<file path="config.mk">
export PLATFORM = sky130hd
export DESIGN_NAME = acl_table_indirect_access
export DESIGN_NICKNAME = d
export VERILOG_FILES = /design/src/rtl/acl_pkg.sv /design/src/rtl/acl_entry_store.sv /design/src/rtl/acl_table_indirect_access.sv /design/src/rtl/axil_reg_port.sv
export VERILOG_INCLUDE_DIRS = /design/src /design/src/rtl
export SDC_FILE = /design/constraint.sdc
export NUM_CORES = 2
export LEC_CHECK = 0
export ABC_AREA = 1
export BUFFER_PORTS_ARGS = -buffer_cell sky130_fd_sc_hd__buf_2
export CORE_MARGIN = 2
export CORE_UTILIZATION = 48
export CTS_BUF_LIST = sky130_fd_sc_hd__clkbuf_2
export CTS_CLUSTER_DIAMETER = 200
export DETAILED_ROUTE_END_ITERATION = 8
export SETUP_SLACK_MARGIN = 0.1
export SLEW_MARGIN = 30
export SYNTH_ARGS = -nofsm -noshare
export SYNTH_HDL_FRONTEND = slang
export SYNTH_SLANG_ARGS = --single-unit
</file>
<file path="constraint.sdc">
create_clock -name mclk -period 8.4 [get_ports mclk]
set_input_delay 0.84 -clock mclk [delete_from_list [all_inputs] [get_ports mclk]]
set_output_delay 0.84 -clock mclk [all_outputs]
set_load 0.1 [all_outputs]
</file>
<file path="src/rtl/acl_regs.svh">
// Purpose: register indices, field positions and reset values of the ACL indirect access block
// Assumes: byte-wide registers, one per aligned 32-bit word, byte address = 4 * index
// Notes: definitions only
`ifndef ACL_REGS_SVH
`define ACL_REGS_SVH

// ****************************************************************
// register indices
// ****************************************************************
`define ACL_IDX_W 6
`define ACL_STAGE_FIRST_IDX 6'h00
`define ACL_RULE_MODE_IDX 6'h01
`define ACL_REMARK_HIGH_IDX 6'h0a
`define ACL_REMARK_LSB_MAP_MODE_IDX 6'h0b
`define ACL_SPARE_BYTE_IDX 6'h0c
`define ACL_FORWARD_PORT_MAP_IDX 6'h0d
`define ACL_RULESET_HIGH_IDX 6'h0e
`define ACL_RULESET_LOW_IDX 6'h0f
`define ACL_BYTE_SELECT_HIGH_IDX 6'h10
`define ACL_BYTE_SELECT_LOW_GO_IDX 6'h11
`define ACL_TRANSFER_CONTROL_IDX 6'h12
`define ACL_LAST_IDX 6'h12
`define ACL_AXI_ADDR_W 8

// ****************************************************************
// field positions
// ****************************************************************
`define ACL_CTRL_WR_DONE_BIT 6
`define ACL_CTRL_RD_DONE_BIT 5
`define ACL_CTRL_DIR_BIT 4
`define ACL_CTRL_INDEX_MSB 3
`define ACL_REMARK_LSB_BIT 7
`define ACL_MAP_MODE_MSB 6
`define ACL_MAP_MODE_LSB 5
`define ACL_RULE_MODE_MSB 5
`define ACL_RULE_MODE_LSB 4
`define ACL_SRC_DST_BIT 1
`define ACL_CMP_EQ_BIT 0
`define ACL_FWD_MAP_MSB 2

// ****************************************************************
// reset values, masks, counts
// ****************************************************************
`define ACL_STAGE_RST 8'h00
`define ACL_BYTE_SELECT_RST 8'h00
`define ACL_CTRL_RW_RST 5'h00
`define ACL_STATUS_RST 1'b1
`define ACL_STAGE0_WMASK 8'h0f
`define ACL_STAGE_WMASK 8'hff
`define ACL_STAGE_BYTES 16
`define ACL_LAST_LANE 4'hf
`define ACL_RESP_OKAY 2'b00
`define ACL_RESP_SLVERR 2'b10

`endif

</file>
<file path="src/rtl/acl_pkg.sv">
// Purpose: shared types of the ACL indirect access block
// Assumes: nothing beyond the header
// Notes: types only, numbers live in acl_regs.svh
package acl_pkg;

  typedef logic [7:0] byte_t;

  // rule comparison layer
  typedef enum logic [1:0] {mode_none, mode_l2_mac, mode_l3_ip, mode_l4_port} rule_mode_e;

  typedef enum logic {st_idle, st_move} xfer_state_e;

endpackage

</file>
<file path="src/rtl/acl_entry_store.sv">
// Purpose: table of ACL entries, one byte lane written per cycle
// Assumes: single clock, writer and reader never touch the same lane twice at once
// Notes: asynchronous read so the mover finishes one lane per cycle; no reset on contents
module acl_entry_store import acl_pkg::*;
#(
  parameter int ENTRIES = 16,
  parameter int LANES = 16
)
(
  input wire logic mclk,
  input wire logic we,
  input wire logic [$clog2(ENTRIES)-1:0] entry,
  input wire logic [$clog2(LANES)-1:0] lane,
  input wire byte_t wdata,
  output byte_t rdata
);

  byte_t mem [0:ENTRIES-1][0:LANES-1];

  always_ff @(posedge mclk)
  begin
    if (we)
    begin
      mem[entry][lane] <= wdata;
    end
  end

  assign rdata = mem[entry][lane];

endmodule

</file>
<file path="src/rtl/acl_table_indirect_access.sv">
// Purpose: per-port indirect access to the ACL table through byte-wide staging registers
// Assumes: AXI4-Lite register access, one core clock, synchronous active-high reset
// Notes: a transfer walks all sixteen lanes, one per cycle, moving only the selected ones
//
// Functional notes
// - remark priority lsb bit 7, map mode 6:5
// - forward map bits 2:0 enable ports 3:1
// - upper enables select staging bytes 7..0 reversed
// - lower enables select staging bytes F..8 reversed
// - low enable write starts; only selected bytes move
// - write status bit 6, resets one
// - read status bit 5, resets one
// - rule mode: none, l2 mac, l3 ip, l4
// - compare-equal and source/destination bit meanings
`include "acl_regs.svh"
module acl_table_indirect_access import acl_pkg::*;
(
  input wire logic mclk,
  input wire logic rst,
  input wire logic [`ACL_AXI_ADDR_W-1:0] awaddr,
  input wire logic awvalid,
  output logic awready,
  input wire logic [31:0] wdata,
  input wire logic [3:0] wstrb,
  input wire logic wvalid,
  output logic wready,
  output logic [1:0] bresp,
  output logic bvalid,
  input wire logic bready,
  input wire logic [`ACL_AXI_ADDR_W-1:0] araddr,
  input wire logic arvalid,
  output logic arready,
  output logic [31:0] rdata,
  output logic [1:0] rresp,
  output logic rvalid,
  input wire logic rready,
  output rule_mode_e rule_mode,
  output logic match_on_equal,
  output logic compare_source,
  output logic [1:0] rule_map_mode,
  output logic [2:0] remark_priority,
  output logic [2:0] fwd_port_enable,
  output logic [15:0] ruleset,
  output logic xfer_busy
);

  logic reg_wr_en;
  logic [`ACL_IDX_W-1:0] reg_wr_idx;
  byte_t reg_wr_data;
  logic [`ACL_IDX_W-1:0] reg_rd_idx;
  byte_t reg_rd_data;
  logic [`ACL_STAGE_BYTES-1:0][7:0] stage_ff;
  byte_t sel_high_ff;
  byte_t sel_low_ff;
  logic [15:0] lane_sel;
  logic [`ACL_CTRL_INDEX_MSB:0] entry_idx_ff;
  logic dir_write_ff;
  logic wr_done_ff;
  logic rd_done_ff;
  xfer_state_e state_ff;
  logic [3:0] lane_ff;
  logic bus_wr;
  logic start;
  logic mem_we;
  byte_t mem_rdata;

  // ****************************************************************
  // bus front end
  // ****************************************************************
  axil_reg_port axil_reg_port_i (
    .mclk(mclk),
    .rst(rst),
    .awaddr(awaddr),
    .awvalid(awvalid),
    .awready(awready),
    .wdata(wdata),
    .wstrb(wstrb),
    .wvalid(wvalid),
    .wready(wready),
    .bresp(bresp),
    .bvalid(bvalid),
    .bready(bready),
    .araddr(araddr),
    .arvalid(arvalid),
    .arready(arready),
    .rdata(rdata),
    .rresp(rresp),
    .rvalid(rvalid),
    .rready(rready),
    .reg_wr_en(reg_wr_en),
    .reg_wr_idx(reg_wr_idx),
    .reg_wr_data(reg_wr_data),
    .reg_rd_idx(reg_rd_idx),
    .reg_rd_data(reg_rd_data)
  );

  // staging and control are frozen while a transfer runs, so a stray write cannot tear an entry
  assign bus_wr = reg_wr_en && (state_ff == st_idle);
  assign start = bus_wr && (reg_wr_idx == `ACL_BYTE_SELECT_LOW_GO_IDX);

  // ****************************************************************
  // lane selection
  // ****************************************************************
  // lane k is chosen by enable bit 15-k of {high, low}
  assign lane_sel = {<<{sel_high_ff, sel_low_ff}};

  // ****************************************************************
  // transfer sequencer
  // ****************************************************************
  always_ff @(posedge mclk)
  begin
    if (rst)
    begin
      state_ff <= st_idle;
      lane_ff <= 4'h0;
    end
    else
    begin
      case (state_ff)
        st_idle:
        begin
          lane_ff <= 4'h0;
          if (start)
          begin
            state_ff <= st_move;
          end
        end
        st_move:
        begin
          lane_ff <= lane_ff + 4'h1;
          if (lane_ff == `ACL_LAST_LANE)
          begin
            state_ff <= st_idle;
          end
        end
        default:
        begin
          state_ff <= st_idle;
        end
      endcase
    end
  end

  assign xfer_busy = (state_ff == st_move);
  // unselected lanes are skipped but still cost a cycle: fixed latency over speed
  assign mem_we = xfer_busy && dir_write_ff && lane_sel[lane_ff];

  acl_entry_store acl_entry_store_i (
    .mclk(mclk),
    .we(mem_we),
    .entry(entry_idx_ff),
    .lane(lane_ff),
    .wdata(stage_ff[lane_ff]),
    .rdata(mem_rdata)
  );

  // ****************************************************************
  // status bits
  // ****************************************************************
  always_ff @(posedge mclk)
  begin
    if (rst)
    begin
      wr_done_ff <= `ACL_STATUS_RST;
      rd_done_ff <= `ACL_STATUS_RST;
    end
    else if (start)
    begin
      wr_done_ff <= wr_done_ff && !dir_write_ff;
      rd_done_ff <= rd_done_ff && dir_write_ff;
    end
    else if (xfer_busy && (lane_ff == `ACL_LAST_LANE))
    begin
      wr_done_ff <= wr_done_ff || dir_write_ff;
      rd_done_ff <= rd_done_ff || !dir_write_ff;
    end
  end

  // ****************************************************************
  // staging, byte select and control registers
  // ****************************************************************
  always_ff @(posedge mclk)
  begin
    if (rst)
    begin
      for (int k = 0; k < `ACL_STAGE_BYTES; k++)
      begin
        stage_ff[k] <= `ACL_STAGE_RST;
      end
    end
    else
    begin
      for (int k = 0; k < `ACL_STAGE_BYTES; k++)
      begin
        if (xfer_busy && !dir_write_ff && (lane_ff == 4'(k)) && lane_sel[k])
        begin
          stage_ff[k] <= mem_rdata;
        end
        else if (bus_wr && (reg_wr_idx == 6'(k)))
        begin
          stage_ff[k] <= reg_wr_data & ((k == 0) ? `ACL_STAGE0_WMASK : `ACL_STAGE_WMASK);
        end
      end
    end
  end

  always_ff @(posedge mclk)
  begin
    if (rst)
    begin
      sel_high_ff <= `ACL_BYTE_SELECT_RST;
      sel_low_ff <= `ACL_BYTE_SELECT_RST;
    end
    else if (bus_wr)
    begin
      if (reg_wr_idx == `ACL_BYTE_SELECT_HIGH_IDX)
      begin
        sel_high_ff <= reg_wr_data;
      end
      if (reg_wr_idx == `ACL_BYTE_SELECT_LOW_GO_IDX)
      begin
        sel_low_ff <= reg_wr_data;
      end
    end
  end

  always_ff @(posedge mclk)
  begin
    if (rst)
    begin
      {dir_write_ff, entry_idx_ff} <= `ACL_CTRL_RW_RST;
    end
    else if (bus_wr && (reg_wr_idx == `ACL_TRANSFER_CONTROL_IDX))
    begin
      dir_write_ff <= reg_wr_data[`ACL_CTRL_DIR_BIT];
      entry_idx_ff <= reg_wr_data[`ACL_CTRL_INDEX_MSB:0];
    end
  end

  // ****************************************************************
  // read mux
  // ****************************************************************
  always_comb
  begin
    reg_rd_data = 8'h00;
    if (reg_rd_idx <= `ACL_RULESET_LOW_IDX)
    begin
      reg_rd_data = stage_ff[reg_rd_idx[3:0]];
    end
    else if (reg_rd_idx == `ACL_BYTE_SELECT_HIGH_IDX)
    begin
      reg_rd_data = sel_high_ff;
    end
    else if (reg_rd_idx == `ACL_BYTE_SELECT_LOW_GO_IDX)
    begin
      reg_rd_data = sel_low_ff;
    end
    else if (reg_rd_idx == `ACL_TRANSFER_CONTROL_IDX)
    begin
      reg_rd_data = {1'b0, wr_done_ff, rd_done_ff, dir_write_ff, entry_idx_ff};
    end
  end

  // ****************************************************************
  // decoded view of the staged rule
  // ****************************************************************
  assign rule_mode = rule_mode_e'(stage_ff[`ACL_RULE_MODE_IDX][`ACL_RULE_MODE_MSB:`ACL_RULE_MODE_LSB]);
  assign match_on_equal = stage_ff[`ACL_RULE_MODE_IDX][`ACL_CMP_EQ_BIT];
  assign compare_source = stage_ff[`ACL_RULE_MODE_IDX][`ACL_SRC_DST_BIT];
  assign rule_map_mode = stage_ff[`ACL_REMARK_LSB_MAP_MODE_IDX][`ACL_MAP_MODE_MSB:`ACL_MAP_MODE_LSB];
  assign remark_priority = {stage_ff[`ACL_REMARK_HIGH_IDX][1:0],
    stage_ff[`ACL_REMARK_LSB_MAP_MODE_IDX][`ACL_REMARK_LSB_BIT]};
  assign fwd_port_enable = stage_ff[`ACL_FORWARD_PORT_MAP_IDX][`ACL_FWD_MAP_MSB:0];
  assign ruleset = {stage_ff[`ACL_RULESET_HIGH_IDX], stage_ff[`ACL_RULESET_LOW_IDX]};
endmodule

</file>
<file path="src/rtl/axil_reg_port.sv">
// Purpose: AXI4-Lite slave front end turning bus beats into byte register strobes
// Assumes: one write and one read at a time; data in the low byte lane
// Notes: unmapped index answers SLVERR and reads zero
`include "acl_regs.svh"
module axil_reg_port import acl_pkg::*;
(
  input wire logic mclk,
  input wire logic rst,
  input wire logic [`ACL_AXI_ADDR_W-1:0] awaddr,
  input wire logic awvalid,
  output logic awready,
  input wire logic [31:0] wdata,
  input wire logic [3:0] wstrb,
  input wire logic wvalid,
  output logic wready,
  output logic [1:0] bresp,
  output logic bvalid,
  input wire logic bready,
  input wire logic [`ACL_AXI_ADDR_W-1:0] araddr,
  input wire logic arvalid,
  output logic arready,
  output logic [31:0] rdata,
  output logic [1:0] rresp,
  output logic rvalid,
  input wire logic rready,
  output logic reg_wr_en,
  output logic [`ACL_IDX_W-1:0] reg_wr_idx,
  output byte_t reg_wr_data,
  output logic [`ACL_IDX_W-1:0] reg_rd_idx,
  input wire byte_t reg_rd_data
);

  logic aw_held_ff;
  logic w_held_ff;
  logic [`ACL_AXI_ADDR_W-1:0] awaddr_ff;
  logic [31:0] wdata_ff;
  logic wstrb0_ff;
  logic bvalid_ff;
  logic [1:0] bresp_ff;
  logic rvalid_ff;
  logic [1:0] rresp_ff;
  logic [31:0] rdata_ff;
  logic commit;
  logic wr_mapped;
  logic rd_mapped;

  // ****************************************************************
  // write channels: address and data in either order
  // ****************************************************************
  assign awready = !aw_held_ff && !bvalid_ff;
  assign wready = !w_held_ff && !bvalid_ff;
  assign commit = aw_held_ff && w_held_ff && !bvalid_ff;
  assign reg_wr_idx = awaddr_ff[`ACL_AXI_ADDR_W-1:2];
  assign wr_mapped = (reg_wr_idx <= `ACL_LAST_IDX);
  assign reg_wr_en = commit && wr_mapped && wstrb0_ff;
  assign reg_wr_data = wdata_ff[7:0];

  always_ff @(posedge mclk)
  begin
    if (rst || commit)
    begin
      aw_held_ff <= 1'b0;
      w_held_ff <= 1'b0;
    end
    else
    begin
      if (awvalid && awready)
      begin
        aw_held_ff <= 1'b1;
      end
      if (wvalid && wready)
      begin
        w_held_ff <= 1'b1;
      end
    end
  end

  always_ff @(posedge mclk)
  begin
    if (rst)
    begin
      awaddr_ff <= '0;
      wdata_ff <= 32'h0;
      wstrb0_ff <= 1'b0;
    end
    else
    begin
      if (awvalid && awready)
      begin
        awaddr_ff <= awaddr;
      end
      if (wvalid && wready)
      begin
        wdata_ff <= wdata;
        wstrb0_ff <= wstrb[0];
      end
    end
  end

  always_ff @(posedge mclk)
  begin
    if (rst)
    begin
      bvalid_ff <= 1'b0;
      bresp_ff <= `ACL_RESP_OKAY;
    end
    else if (commit)
    begin
      bvalid_ff <= 1'b1;
      bresp_ff <= wr_mapped ? `ACL_RESP_OKAY : `ACL_RESP_SLVERR;
    end
    else if (bready)
    begin
      bvalid_ff <= 1'b0;
    end
  end

  assign bvalid = bvalid_ff;
  assign bresp = bresp_ff;

  // ****************************************************************
  // read channels: data captured at the address handshake
  // ****************************************************************
  assign arready = !rvalid_ff;
  assign reg_rd_idx = araddr[`ACL_AXI_ADDR_W-1:2];
  assign rd_mapped = (reg_rd_idx <= `ACL_LAST_IDX);

  always_ff @(posedge mclk)
  begin
    if (rst)
    begin
      rvalid_ff <= 1'b0;
      rresp_ff <= `ACL_RESP_OKAY;
      rdata_ff <= 32'h0;
    end
    else if (arvalid && arready)
    begin
      rvalid_ff <= 1'b1;
      rresp_ff <= rd_mapped ? `ACL_RESP_OKAY : `ACL_RESP_SLVERR;
      rdata_ff <= {24'h0, rd_mapped ? reg_rd_data : 8'h00};
    end
    else if (rready)
    begin
      rvalid_ff <= 1'b0;
    end
  end

  assign rvalid = rvalid_ff;
  assign rresp = rresp_ff;
  assign rdata = rdata_ff;

endmodule
</file>
==> impl_metrics.tcl <==
set metrics [dict create \
    antenna_found_initial 9 \
    peakVddDrop_mv 0.124 \
    synth-seq-area-share 0.689 \
    max-cap-violations 0 \
    first_iter_violations 7666 \
    use_met1 0.383 \
    dieArea_um2 201000 \
    ys_warn_count 0 \
    pwr-share-seq 0.617 \
    die_w_um 448 \
    place_congestion 0.936 \
    cpMostUsedCell "nand2_1" \
    yosys.area_share.simple 0.196 \
    portBuffers 71 \
    arrival_ns 6.54 \
    muxShareOfSynthArea 0 \
    switching_share 0.239 \
    grt_overflow 0 \
    pwr_density_cell_nw_per_um2 190 \
    chipHeight_um 448 \
    synth_area_um2 94800 \
    coreArea_um2 197000 \
    clock_latency_ns 1.92 \
    critPathMaxFanout 178 \
    max_freq_mhz 207 \
    min_period_ns 4.84 \
    slowest_delay_ns 0.87 \
    postCtsSetupBuffers 0 \
    vias 68800 \
    layout.nets 9115 \
    cts_buffer_depth 4 \
    grt_pass1_wl_mm 410 \
    cts-buffers-inserted 585 \
    clk_pin_slew_ns 0.13 \
    place_hpwl_mm 154 \
    p_clk_frac 0.368 \
    fin_crit_sh 0.576 \
    leakage_nw 38.6 \
    via_per_inst 5.70 \
    synth_fa_ha_area_frac 0.000528 \
    htree_levels 6 \
    fin_setup_tns_ns 0 \
    internal_power_mw 14.8 \
    cts.sinks 2237 \
    skew_ns 0.134 \
    rsz0062_at_grt "no" \
    relSlewSlack 0.130 \
    grtUsageMet3 0.0584 \
    worst_hold_path_type "in -> reg" \
    async_flop_share 0 \
    grt_start_max_net_pins 202 \
    row_count 163 \
    path_cells "inv_8 -> buf_12 -> nand2_1 -> nand3_1 -> nand3_1 -> nand3_1 -> nand3_1 -> nand2_1 -> nand2_1 -> nand2_1 -> nand2_1 -> nand2_1 -> nor2_1 -> a21oi_1" \
    cts_tree "yes" \
    drc_errors 0 \
    setup_viol 0 \
    drt-total-wl_mm 280 \
    worstPathRequired_ns 10.10 \
    syn_inst 8816 \
    drive_above_1_share 0.116 \
    synth_cell_type_count 39 \
    synth-seq-cells 2237 \
    ys.flop_type "edfxtp_1" \
    path_class "reg -> reg" \
    synth_compound_area_frac 0.0684 \
    areaGrowthSynthToFinish_pct 7.87 \
    synth_xor_area_frac 0 \
    first_global_vias 65700 \
    fin_area_um2 102000 \
    cp_slowest_cell "nor2_1" \
    cp-start-kind "flip-flop" \
    synth-edff-count 2048 \
    cts-root-buf "clkbuf_2" \
    status "finished, final reports clean" \
    dr.pass1.iters 7 \
    antenna_left 0 \
    maxSlewViolCount 0 \
    power.net_switching_mw 4.64 \
    wl_per_cell_um 23.2 \
    top_usage_layer "met2" \
    endpoint_kind "flip-flop" \
    gr-usage-all-layers 0.274 \
    avgSynthCellArea_um2 10.8 \
    max_slew.worst_pin.slew_ns 1.30 \
    initial_core_util 0.482 \
    synth_top_family_by_area "simple AND/OR/NAND/NOR gates" \
    ios 129 \
    p_comb_frac 0.015 \
    hold_viol 0 \
    grtUsageMet2 0.416 \
    post_dp_cell_area_um2 96500 \
]
## through the flow
step           total power, mW  hold slack (ns)   util  instances  setup slack, ns
3_3_place_gp              12.5            0.451  0.490      11000             3.78
2_1_floorplan             12.4            0.428      -       8841            0.946
3_5_place_dp              12.5            0.456  0.490      11000             3.82
4_1_cts                   19.5           0.0141  0.519      12100             3.73
6_report                  19.4            0.243  0.519      12100             3.56
5_1_grt                   20.1            0.137  0.519      12100             3.44
## power groups by stage
stage                     registers [mW]  logic [mW]  clock network, mW
after floorplan                     12.2       0.169                  0
after global placement              12.2       0.240                  0
after global routing                12.0       0.306               7.80
final                               12.0       0.297               7.14
after CTS                           12.0       0.280               7.27
after detailed placement            12.2       0.241                  0
## layer usage
metal / up-vias / share of wire
met1: 33400 / 0.42
li1: 31400 / -
met2: 3414 / 0.45
met4: 0 / 0.039
met5: - / 0
met3: 594 / 0.091
## critical path, delay by kind of cell (launching register included)
kind	cells	cell delay, ns
AO/OA/AOI/OAI	1	0.14
flip-flops	1	0.76
buffers and inverters	2	0.86
AND/OR/NAND/NOR	11	2.54
## worst paths after layout
check	from	to	slack, ns	cells after the start
hold reg to reg	axil_reg_port_i.rdata[6]	axil_reg_port_i.rdata[6]	0.48	2
setup reg to reg	flip-flop	stage_ff[85]	3.56	14
hold / removal	araddr[2]	axil_reg_port_i.rdata[0]	0.24	10
setup / recovery	flip-flop	stage_ff[85]	3.56	14
## registers in the layout (all words and copies together), names as in the netlist, 4 cells and up, named ones only
signal / count
sel_high_ff: 8
ruleset: 16
axil_reg_port_i.wdata_ff: 8
axil_reg_port_i.awaddr_ff: 6
entry_idx_ff: 4
axil_reg_port_i.rdata: 8
stage_ff: 100
sel_low_ff: 8
acl_entry_store_i.mem: 2048
lane_ff: 4
## cell usage in the layout, fill, tap and decap left out, types with 19 or more instances in the layout
| cell type | n |
|---|---|
| a21oi_1 | 302 |
| buf_12 | 28 |
| buf_2 | 70 |
| buf_4 | 67 |
| clkbuf_2 | 841 |
| clkinv_1 | 88 |
| conb_1 | 26 |
| dfxtp_1 | 184 |
| dlygate4sd3_1 | 90 |
| edfxtp_1 | 2048 |
| inv_1 | 306 |
| nand2_1 | 2297 |
| nand2_2 | 19 |
| nand3_1 | 1267 |
| nor2_1 | 850 |
| o211ai_1 | 165 |
| o21ai_0 | 447 |
| o21ai_1 | 140 |
| o221ai_1 | 54 |
## Yosys cell counts, drive strengths merged (10+ instances only)
cell,n,area share
dfxtp,189,0.040
nand3,1267,0.067
inv,315,0.012
a21oi,303,0.016
nand4,10,0.00066
buf,464,0.027
o211ai,165,0.013
o21ai,587,0.031
nand2,2320,0.092
nor2,861,0.035
o221ai,54,0.0050
a22oi,18,0.0014
edfxtp,2048,0.65
clkbuf,170,0.0067
## timing repair
item,in CTS,in global routing
hold buffers,91,0
resized for setup,0,0
hold endpoints to repair,88,0
## layout make-up
| type | count | area, um^2 |
|---|---|---|
| Fill cell | 17700 | 94600 |
| Sequential cell | 2237 | 65300 |
| Multi-Input combinational cell | 5648 | 25200 |
| Clock buffer | 841 | 4210 |
| Tap cell | 2640 | 3300 |
| Timing Repair Buffer | 258 | 2380 |
| Inverter | 322 | 1230 |
| Clock inverter | 110 | 533 |
| Antenna cell | 16 | 40.0 |
## cell families after synthesis
kind of cell,after synthesis
other,1
buffers and inverters,956
AOI/OAI and AO/OA,1151
and+or+nand+nor,4467
DFF,2237
adders and majority gates,4
Power figures use the tool's default switching activity.
